==> src/design/ctpg_pkg.sv <==
/*
  Shared constants for the camera trigger pulse generator: register
  offsets, field positions, reset values and widths.
  Assumes a 32-bit classic Wishbone register bus and a single clock.
*/
package ctpg_pkg;

  // register map, byte addresses of aligned 32-bit words
  localparam int ADDR_W = 5;
  localparam logic [ADDR_W-1:0] OFF_CTRL    = 5'h00;
  localparam logic [ADDR_W-1:0] OFF_FREQ    = 5'h04;
  localparam logic [ADDR_W-1:0] OFF_WIDTH0  = 5'h08;
  localparam logic [ADDR_W-1:0] OFF_WIDTH1  = 5'h0c;
  localparam logic [ADDR_W-1:0] OFF_OFFSET1 = 5'h10;
  localparam logic [ADDR_W-1:0] OFF_TIME    = 5'h14;
  localparam logic [ADDR_W-1:0] OFF_TSTAMP  = 5'h18;
  localparam logic [ADDR_W-1:0] OFF_STATUS  = 5'h1c;

  // control fields
  localparam int CTRL_W   = 3;
  localparam int CTRL_EN0 = 0;
  localparam int CTRL_EN1 = 1;
  localparam int CTRL_PPS = 2;

  // status fields
  localparam int STAT_W        = 4;
  localparam int STAT_OUT0     = 0;
  localparam int STAT_OUT1     = 1;
  localparam int STAT_PPS_IN   = 2;
  localparam int STAT_PPS_SEEN = 3;

  // field widths
  localparam int FREQ_W = 8;
  localparam int MS_W   = 16;
  localparam int TIME_W = 32;
  localparam int DATA_W = 32;
  localparam int SEL_W  = 4;

  // reset values
  localparam logic [CTRL_W-1:0] CTRL_RST   = 3'h0;
  localparam logic [FREQ_W-1:0] FREQ_RST   = 8'h0a;
  localparam logic [MS_W-1:0]   WIDTH_RST  = 16'h0001;
  localparam logic [MS_W-1:0]   OFFSET_RST = 16'h0000;

  // frequency range in hertz
  localparam logic [FREQ_W-1:0] FREQ_MIN_HZ = 8'h06;
  localparam logic [FREQ_W-1:0] FREQ_MAX_HZ = 8'h32;

  // pulse width and offset unit
  localparam int UNIT_MS  = 1;
  localparam int MS_PER_S = 1000;
  localparam int CLK_HZ_DEFAULT = 40_000_000;

endpackage

==> src/design/ctpg_top.sv <==
/*
  Camera trigger pulse generator with a free-running time counter,
  reached over a classic Wishbone slave.
  Summary of operation is listed below. Assumes one 40 MHz clock, an
  asynchronous active-low reset and an external wire resolver for the
  shared trigger 1 / PPS pin.
  Assumes software keeps the frequency inside 6 to 50 Hz; values
  outside it are clamped, not refused.
  The time counter counts clock cycles and wraps silently; software
  that needs longer spans extends it itself.
  Pulse widths and offsets are counted in whole milliseconds, so the
  finest step is MS_CYCLES clocks.
  Trigger 1 pulses that run past the next period start are cut there, unless offset1 is 0.
  Settings are best written while channel 0 is off.
*/
// Implementation choices: register access over Wishbone and the register offsets.
// Summary of operation
// - two channels, each with own enable
// - channel 0 rate from 6 to 50 Hz
// - channel 0 high exactly configured milliseconds
// - outputs active high, rest low
// - channel 1 idle unless channel 0 enabled
// - channel 1 repeats at channel 0 rate
// - channel 1 rises offset after channel 0
// - channel 1 has its own width
// - PPS enabled: trigger 1 pin not driven
// - PPS pulse zeroes the time counter
// - timestamp latched for every triggered frame
`timescale 1ns/1ps
module ctpg_top
  import ctpg_pkg::*;
#(
  parameter int CLK_HZ    = CLK_HZ_DEFAULT,
  parameter int MS_CYCLES = CLK_HZ * UNIT_MS / MS_PER_S,
  parameter int ACC_W     = 27
) (
  // clock and reset
  input  wire logic              clk,
  input  wire logic              arst_n,
  // wishbone slave
  input  wire logic              wb_cyc_i,
  input  wire logic              wb_stb_i,
  input  wire logic              wb_we_i,
  input  wire logic [ADDR_W-1:0] wb_adr_i,
  input  wire logic [SEL_W-1:0]  wb_sel_i,
  input  wire logic [DATA_W-1:0] wb_dat_i,
  output logic      [DATA_W-1:0] wb_dat_o,
  output logic                   wb_ack_o,
  // trigger 0 pin
  output logic                   trig0_o,
  // trigger 1 / pps shared pin
  input  wire logic              trig1_i,
  output logic                   trig1_o,
  output logic                   trig1_oe
);

  localparam int MSC_W = $clog2(MS_CYCLES + 1);
  localparam logic [ACC_W-1:0] CLK_LIM  = ACC_W'(CLK_HZ);
  localparam logic [MSC_W-1:0] MS_LAST  = MSC_W'(MS_CYCLES - 1);
  localparam logic [MS_W-1:0]  EL_SAT   = {MS_W{1'b1}};

  if (CLK_HZ < MS_PER_S || MS_CYCLES < 1 || CLK_HZ >= (2 ** (ACC_W - 1))) begin : g_chk
    $error("ctpg_top: clock rate does not fit the accumulator or ms divider");
  end

  // configuration registers
  logic [CTRL_W-1:0] ctrl;
  logic [FREQ_W-1:0] freq;
  logic [MS_W-1:0]   width0;
  logic [MS_W-1:0]   width1;
  logic [MS_W-1:0]   offset1;

  // time base state
  logic [ACC_W-1:0]  acc;
  logic              en0_d;
  logic [MSC_W-1:0]  ms_cnt;
  logic [MS_W-1:0]   el_ms;
  logic [TIME_W-1:0] time_cnt;
  logic [TIME_W-1:0] tstamp;
  logic              pps_seen;

  // pps pin synchroniser and edge stage
  logic              pps_s1;
  logic              pps_s2;
  logic              pps_s3;

  // bus decode
  logic [ADDR_W-1:0] word_adr;
  logic              wb_req;
  logic              wb_wr;
  logic [DATA_W-1:0] byte_m;
  logic              wr_ctrl;
  logic              wr_freq;
  logic              wr_width0;
  logic              wr_width1;
  logic              wr_offset1;
  logic              wr_status;
  logic [DATA_W-1:0] ctrl_new;
  logic [DATA_W-1:0] freq_new;
  logic [DATA_W-1:0] width0_new;
  logic [DATA_W-1:0] width1_new;
  logic [DATA_W-1:0] offset1_new;
  logic [DATA_W-1:0] rd_data;

  // pulse core
  logic              en0;
  logic              en1;
  logic              pps_en;
  logic [FREQ_W-1:0] freq_eff;
  logic [ACC_W-1:0]  acc_sum;
  logic              wrap;
  logic              start;
  logic [ACC_W-1:0]  next_acc;
  logic              ms_done;
  logic [MSC_W-1:0]  next_ms_cnt;
  logic [MS_W-1:0]   next_el;
  logic [MS_W:0]     off_end;
  logic              next_out0;
  logic              next_out1;
  logic              pps_rise;
  logic [TIME_W-1:0] next_time;
  logic              pps_clr;

  assign word_adr = {wb_adr_i[ADDR_W-1:2], 2'b00};
  assign wb_req   = wb_cyc_i & wb_stb_i & ~wb_ack_o;
  assign wb_wr    = wb_req & wb_we_i;
  assign byte_m   = {{8{wb_sel_i[3]}}, {8{wb_sel_i[2]}},
                     {8{wb_sel_i[1]}}, {8{wb_sel_i[0]}}};

  assign wr_ctrl    = wb_wr && (word_adr == OFF_CTRL);
  assign wr_freq    = wb_wr && (word_adr == OFF_FREQ);
  assign wr_width0  = wb_wr && (word_adr == OFF_WIDTH0);
  assign wr_width1  = wb_wr && (word_adr == OFF_WIDTH1);
  assign wr_offset1 = wb_wr && (word_adr == OFF_OFFSET1);
  assign wr_status  = wb_wr && (word_adr == OFF_STATUS);

  // byte lanes not selected keep their old contents
  assign ctrl_new    = ({{(DATA_W-CTRL_W){1'b0}}, ctrl} & ~byte_m) | (wb_dat_i & byte_m);
  assign freq_new    = ({{(DATA_W-FREQ_W){1'b0}}, freq} & ~byte_m) | (wb_dat_i & byte_m);
  assign width0_new  = ({{(DATA_W-MS_W){1'b0}}, width0} & ~byte_m) | (wb_dat_i & byte_m);
  assign width1_new  = ({{(DATA_W-MS_W){1'b0}}, width1} & ~byte_m) | (wb_dat_i & byte_m);
  assign offset1_new = ({{(DATA_W-MS_W){1'b0}}, offset1} & ~byte_m) | (wb_dat_i & byte_m);

  // write-one-to-clear on the sticky pps flag
  assign pps_clr = wr_status & wb_sel_i[0] & wb_dat_i[STAT_PPS_SEEN];

  always_comb begin
    case (word_adr)
      OFF_CTRL:    rd_data = {{(DATA_W-CTRL_W){1'b0}}, ctrl};
      OFF_FREQ:    rd_data = {{(DATA_W-FREQ_W){1'b0}}, freq};
      OFF_WIDTH0:  rd_data = {{(DATA_W-MS_W){1'b0}}, width0};
      OFF_WIDTH1:  rd_data = {{(DATA_W-MS_W){1'b0}}, width1};
      OFF_OFFSET1: rd_data = {{(DATA_W-MS_W){1'b0}}, offset1};
      OFF_TIME:    rd_data = time_cnt;
      OFF_TSTAMP:  rd_data = tstamp;
      OFF_STATUS:  rd_data = {{(DATA_W-STAT_W){1'b0}}, pps_seen, pps_s2, trig1_o, trig0_o};
      default:     rd_data = '0;
    endcase
  end

  always_ff @(posedge clk or negedge arst_n) begin
    if (!arst_n) begin
      wb_ack_o <= 1'b0;
      wb_dat_o <= '0;
    end else begin
      wb_ack_o <= wb_req;
      if (wb_req && !wb_we_i) begin
        wb_dat_o <= rd_data;
      end
    end
  end

  // settings, each taken whole or by byte lane
  always_ff @(posedge clk or negedge arst_n) begin
    if (!arst_n) begin
      ctrl <= CTRL_RST;
    end else if (wr_ctrl) begin
      ctrl <= ctrl_new[CTRL_W-1:0];
    end
  end

  always_ff @(posedge clk or negedge arst_n) begin
    if (!arst_n) begin
      freq <= FREQ_RST;
    end else if (wr_freq) begin
      freq <= freq_new[FREQ_W-1:0];
    end
  end

  always_ff @(posedge clk or negedge arst_n) begin
    if (!arst_n) begin
      width0 <= WIDTH_RST;
    end else if (wr_width0) begin
      width0 <= width0_new[MS_W-1:0];
    end
  end

  always_ff @(posedge clk or negedge arst_n) begin
    if (!arst_n) begin
      width1 <= WIDTH_RST;
    end else if (wr_width1) begin
      width1 <= width1_new[MS_W-1:0];
    end
  end

  always_ff @(posedge clk or negedge arst_n) begin
    if (!arst_n) begin
      offset1 <= OFFSET_RST;
    end else if (wr_offset1) begin
      offset1 <= offset1_new[MS_W-1:0];
    end
  end

  assign en0    = ctrl[CTRL_EN0];
  assign en1    = ctrl[CTRL_EN1];
  assign pps_en = ctrl[CTRL_PPS];

  // out-of-range rates are clamped rather than refused
  assign freq_eff = (freq < FREQ_MIN_HZ) ? FREQ_MIN_HZ :
                    (freq > FREQ_MAX_HZ) ? FREQ_MAX_HZ : freq;

  // phase accumulator: exact long-term rate, no divider needed
  assign acc_sum  = acc + {{(ACC_W-FREQ_W){1'b0}}, freq_eff};
  assign wrap     = acc_sum >= CLK_LIM;
  // one shared period start for both channels
  assign start    = en0 & (wrap | ~en0_d);
  assign next_acc = !en0 ? '0 : wrap ? acc_sum - CLK_LIM : acc_sum;

  // millisecond divider restarts at each period start
  assign ms_done     = ms_cnt == MS_LAST;
  assign next_ms_cnt = (start || ms_done) ? '0 : ms_cnt + 1'b1;
  assign next_el     = start ? '0 :
                       (ms_done && el_ms != EL_SAT) ? el_ms + 1'b1 : el_ms;

  assign off_end   = {1'b0, offset1} + {1'b0, width1};
  assign next_out0 = en0 & (next_el < width0);
  assign next_out1 = en0 & en1 & ~pps_en &
                     (next_el >= offset1) & ({1'b0, next_el} < off_end);

  assign pps_rise  = pps_en & pps_s2 & ~pps_s3;
  assign next_time = pps_rise ? '0 : time_cnt + 1'b1;

  // period and millisecond time base
  always_ff @(posedge clk or negedge arst_n) begin
    if (!arst_n) begin
      acc <= '0;
    end else begin
      acc <= next_acc;
    end
  end

  always_ff @(posedge clk or negedge arst_n) begin
    if (!arst_n) begin
      en0_d <= 1'b0;
    end else begin
      en0_d <= en0;
    end
  end

  always_ff @(posedge clk or negedge arst_n) begin
    if (!arst_n) begin
      ms_cnt <= '0;
    end else begin
      ms_cnt <= next_ms_cnt;
    end
  end

  always_ff @(posedge clk or negedge arst_n) begin
    if (!arst_n) begin
      el_ms <= '0;
    end else begin
      el_ms <= next_el;
    end
  end

  // pins registered so no decode glitch reaches a camera
  always_ff @(posedge clk or negedge arst_n) begin
    if (!arst_n) begin
      trig0_o <= 1'b0;
    end else begin
      trig0_o <= next_out0;
    end
  end

  always_ff @(posedge clk or negedge arst_n) begin
    if (!arst_n) begin
      trig1_o <= 1'b0;
    end else begin
      trig1_o <= next_out1;
    end
  end

  always_ff @(posedge clk or negedge arst_n) begin
    if (!arst_n) begin
      trig1_oe <= 1'b0;
    end else begin
      trig1_oe <= ~pps_en;
    end
  end

  // pin is asynchronous: two flops before anything looks at it
  always_ff @(posedge clk or negedge arst_n) begin
    if (!arst_n) begin
      pps_s1 <= 1'b0;
      pps_s2 <= 1'b0;
      pps_s3 <= 1'b0;
    end else begin
      pps_s1 <= trig1_i;
      pps_s2 <= pps_s1;
      pps_s3 <= pps_s2;
    end
  end

  always_ff @(posedge clk or negedge arst_n) begin
    if (!arst_n) begin
      time_cnt <= '0;
    end else begin
      time_cnt <= next_time;
    end
  end

  always_ff @(posedge clk or negedge arst_n) begin
    if (!arst_n) begin
      tstamp <= '0;
    end else if (start) begin
      tstamp <= time_cnt;
    end
  end

  // a new pulse beats a clear in the same cycle
  always_ff @(posedge clk or negedge arst_n) begin
    if (!arst_n) begin
      pps_seen <= 1'b0;
    end else if (pps_rise) begin
      pps_seen <= 1'b1;
    end else if (pps_clr) begin
      pps_seen <= 1'b0;
    end
  end

endmodule

==> config.mk <==
export PLATFORM = sky130hd
export DESIGN_NAME = ctpg_top
export DESIGN_NICKNAME = d
export VERILOG_FILES = /design/src/design/ctpg_pkg.sv /design/src/design/ctpg_top.sv
export SDC_FILE = /design/constraint.sdc
export NUM_CORES = 1
export LEC_CHECK = 0
export BUFFER_PORTS_ARGS = -buffer_cell sky130_fd_sc_hd__buf_2
export CAP_MARGIN = 20
export CORE_MARGIN = 2
export CORE_UTILIZATION = 62
export CTS_BUF_LIST = sky130_fd_sc_hd__clkbuf_16
export DETAILED_ROUTE_END_ITERATION = 16
export PLACE_DENSITY = 0.91
export SKIP_CTS_REPAIR_TIMING = 1
export SLEW_MARGIN = 10
export SYNTH_ARGS = -nofsm -noshare
export SYNTH_HDL_FRONTEND = slang
export SYNTH_SLANG_ARGS = --single-unit
==> constraint.sdc <==
create_clock -name clk -period 8.4 [get_ports clk]
set_input_delay 0.84 -clock clk [delete_from_list [all_inputs] [get_ports clk]]
set_output_delay 0.84 -clock clk [all_outputs]
set_load 0.005 [all_outputs]
* Word level (Yosys, flattened, before mapping)
Cells that the tools add are included.
Operators by class: add/sub/neg operators 6, magnitude comparators 6, equal/unequal tests 9, muxes and demuxes 11, bitwise operators 30, reductions and logical operators 12
Operators with widths (number):
- case mux 32 bit (8 select lines) | 1
- bitwise AND 16 bit | 4
- 2-to-1 mux 27 bit | 2
- 2-to-1 mux 16 bit | 3
- bitwise OR 16 bit | 3
- adder 16 x 1 -> 16 bit, second input constant | 2
- adder 32 x 1 -> 32 bit, second input constant | 1
- 2-to-1 mux 32 bit | 1
- adder 27 x 8 -> 27 bit | 1
- >= comparator 27 x 26 -> 1 bit, second input constant | 1
- subtractor 27 x 26 -> 27 bit, second input constant | 1
- adder 16 x 16 -> 17 bit | 1
- < comparator 16 x 17 -> 1 bit | 1
- equality test 16 bit, second input constant | 1
- >= comparator 16 bit | 1
- < comparator 16 bit | 1
- 2-to-1 mux 8 bit | 2
- inequality test 16 bit, second input constant | 1
- NOT 16 bit | 1
- bitwise AND 1 bit | 13
- equality test 3 bit, second input constant | 4
- bitwise AND 8 bit | 1
- > comparator 8 x 6 -> 1 bit, second input constant | 1
- logical AND 1 bit | 8
- 13 further kinds | 18
Storage, ports and cells: register bits after elaboration 223, input port bits 47, output and inout bits 36, logic and storage cells 94

* Depth between registers and ports, before layout
word-level depth 11, gate-level depth with buffers 34

* Worst setup path after synthesis
Ideal clock, no wire load.
path type register to register, start reg (tool-made name), end reg trig1_o, library setup time 0.082 ns, arrival 6.197 ns, required time 8.318 ns, slack 2.121 ns, cell stages (with the launch flop) 32, buffers on the path 3, clock period less this slack 6.279 ns, cell sequence dfrtp_1 -> a211oi_1 -> nor2_1 -> a2111oi_0 -> nand2b_1 -> fa_1 -> a211oi_1 -> o21a_2 -> nor2_1 -> and3_1 -> xnor2_1 -> ha_1 -> o311a_1 -> a211oi_2 -> nor3_1 -> a2111oi_4 -> o31a_1 -> buf_2 -> buf_2 -> buf_2 -> nor2_1 -> ha_1 -> a21oi_1 -> nor2b_1 -> o21ai_0 -> nand2b_1 -> a21oi_1 -> nor2b_1 -> o21ai_0 -> nand2b_1 -> o221a_2 -> a22oi_2
RTL lines:
- to (signal assigned) | RTL line ctpg_top.sv:289 | trig1_o <= next_out1;
- to (decl) | RTL line ctpg_top.sv:53 | output logic trig1_o,

==> flow_summary.json <==
{
  "grt_antenna_before_repair": 0,
  "drt-pass1-iter-count": 6,
  "slew_violations": 0,
  "leakage_nw": 6.78,
  "status": "complete, no violations",
  "cp_slowest_cell": "o31a_2",
  "layout_commonest_cell": "dfrtp_1",
  "grt_pass1_vias": 11000,
  "htreeDepth": 1,
  "end_kind": "flop",
  "final_hold_viol_count": 0,
  "yosysTopAreaCell": "dfrtp_1",
  "critPathLaunchType": "flop",
  "via_per_inst": 6.45,
  "dieArea_mm2": 0.0219,
  "grt_max_degree": 101,
  "synthTopCellsByArea": "dfrtp_1 (43%), ha_1 (6.9%), nand2_1 (5.7%), mux2_2 (4.8%), xor2_1 (4.6%)",
  "synth.distinct_cells": 77,
  "drive_gt1_frac": 0.135,
  "diodes": 0,
  "path_class": "reg2reg",
  "tightestPinTransition_ns": 1.03,
  "grtUsageMet1": 0.404,
  "mostFrequentLayoutCells": "dfrtp_1 (219), nand2_1 (194), nor2_1 (154)",
  "clock_latency_ns": 0.52,
  "instances_no_fill": 1695,
  "drtIter0Drc": 1061,
  "fin_skew_ns": 0.0144,
  "rows": 52,
  "wl_um": 33700,
  "grt.overflow.total": 0,
  "numCtsBuffers": 24,
  "drc": 0,
  "yosysSeqAreaShare": 0.434,
  "post-synth-top-area-fraction": 0.426,
  "min_path_type": "in2async",
  "pre_cts_slack_ns": 0.998,
  "synth_flop_cell": "dfrtp_1",
  "rsz0062_at_grt": "no",
  "post-route-min-period_ns": 7.60,
  "cp_max_fo": 37,
  "cp.required_ns": 8.84,
  "grt_usage": 0.310,
  "critPathMaxStageDelay_ns": 0.81,
  "crit_family": "compound AO/OA/AOI/OAI gates",
  "cp.arrival_ns": 8.05,
  "setup_ws_ns": 0.795,
  "clock_path_buffers": 3,
  "grt_pass1_wl_um": 55000,
  "gr-max-usage-layer": "met2",
  "drtAntennaViolNets": 0,
  "clock.fmax_mhz": 131,
  "start_util": 0.634,
  "power_density_mw_per_mm2": 204,
  "clkTransAtPathRegs_ns": 0.06,
  "num_vias": 10900,
  "use_met3": 0.0534,
  "cts_sinks": 223,
  "wl_per_cell_um": 19.9,
  "core_area_mm2": 0.0203,
  "avgSynthCellArea_um2": 9.43,
  "ios": 83,
  "syn_inst": 1364,
  "cts_tree": "built",
  "synth-edff-count": 0,
  "setup_tns_ns": 0,
  "setup_viol": 0,
  "gp_congestion": 0.919,
  "cts_root_buf": "clkbuf_16",
  "layout.nets": 1529,
  "port_buffers": 62,
  "place_inst": 1653,
  "area_delta_synth_final_pct": 10.0,
  "grtUsageMet2": 0.511,
  "vdd_drop_max_uv": 167,
  "synth.cell_area_mm2": 0.0129,
  "crit_buf_inv": 1,
  "die_height_um": 148,
  "maxCapViolations": 0,
  "slew_headroom": 0.316,
  "synth-async-reset-ratio": 1.00,
  "ys_warn_count": 0,
  "dp_hpwl_um": 23200,
  "synth.ff_latch_count": 223,
  "fin_crit_sh": 0.905,
  "die_w_um": 148
}
-- report_power, final --
part	total [W]	internal (W)	switching, W
combinational	0.000553	0.000229	0.000324
sequential	0.00131	0.00119	0.000122
clock	0.00103	0.000595	0.000430
total	0.00289	0.00202	0.000876
-- metal layers --
metal	part of all wire	wire length [um]	up-vias
met5	0	0	-
met4	0.046	1550	0
met3	0.078	2620	135
met2	0.48	16100	572
met1	0.40	13400	5354
li1	-	-	4870
-- cells by family (layout without fill, tap and decap cells) --
family	count (synthesis)	after routing	share of synthesized area
and+or+nand+nor	529	529	0.187
AOI/OAI and AO/OA	244	244	0.132
DFF	223	223	0.434
xor gates and xnor gates	108	108	0.0735
buffers and inverters	107	167	0.0323
muxes	79	79	0.0688
adders and majority gates	73	73	0.0722
other	1	2	0.000292
-- metrics by stage --
step | instance area, um2 | utilization | hold slack, ns | power, W
2_1_floorplan | 12900 | - | 0.331 | 0.00166
3_3_place_gp | 13400 | 0.660 | 0.334 | 0.00182
3_5_place_dp | 13400 | 0.660 | 0.341 | 0.00186
4_1_cts | 14200 | 0.697 | 0.370 | 0.00289
5_1_grt | 14200 | 0.697 | 0.380 | 0.00302
6_report | 14200 | 0.697 | 0.350 | 0.00289
-- cell type report --
class	count	area, um2
multi-input combinational	1035	6890
fill	1424	6140
sequential	223	5590
clock buffer	25	626
timing repair buffer	72	395
tap	270	338
inverter	53	199
clock inverter	17	125
-- synth_stat cells (3+ instances only) --
cell	instances
buf_1	3
nand2b_1	13
a21oi_1	52
inv_1	52
a211oi_1	14
o2111ai_1	3
mux2_2	55
nor2_1	156
o21bai_1	5
a21o_1	19
and2_1	16
nor4_1	7
a221oi_1	26
nand2_1	194
nand4_1	21
or3_1	15
o21ai_0	61
o21ai_1	3
nor3_1	11
or2_2	3
nand3_1	43
dfstp_2	4
a22oi_1	7
xnor2_1	40
buf_2	8
xor2_1	68
o211ai_1	3
mux2i_1	22
and3_1	23
o31ai_1	4
o21a_1	3
dfrtp_1	219
and4_1	9
nor2b_1	10
clkbuf_1	42
a31oi_1	11
ha_1	71
-- path summary, 6_finish.rpt --
path | cells after the start | end | slack, ns | start
max | 30 | trig1_o$_DFF_PN0_ | 0.80 | flop
min | 1 | acc[12]$_DFF_PN0_ | 0.35 | arst_n
max reg2reg | 30 | trig1_o$_DFF_PN0_ | 0.80 | flop
min reg2reg | 0 | pps_s2$_DFF_PN0_ | 0.37 | pps_s1$_DFF_PN0_
max in group asynchronous | 2 | time_cnt[9]$_DFF_PN0_ | 6.64 | arst_n
min in group clk | 0 | pps_s2$_DFF_PN0_ | 0.37 | pps_s1$_DFF_PN0_
No activity file was read; power rests on OpenSTA's default activity.
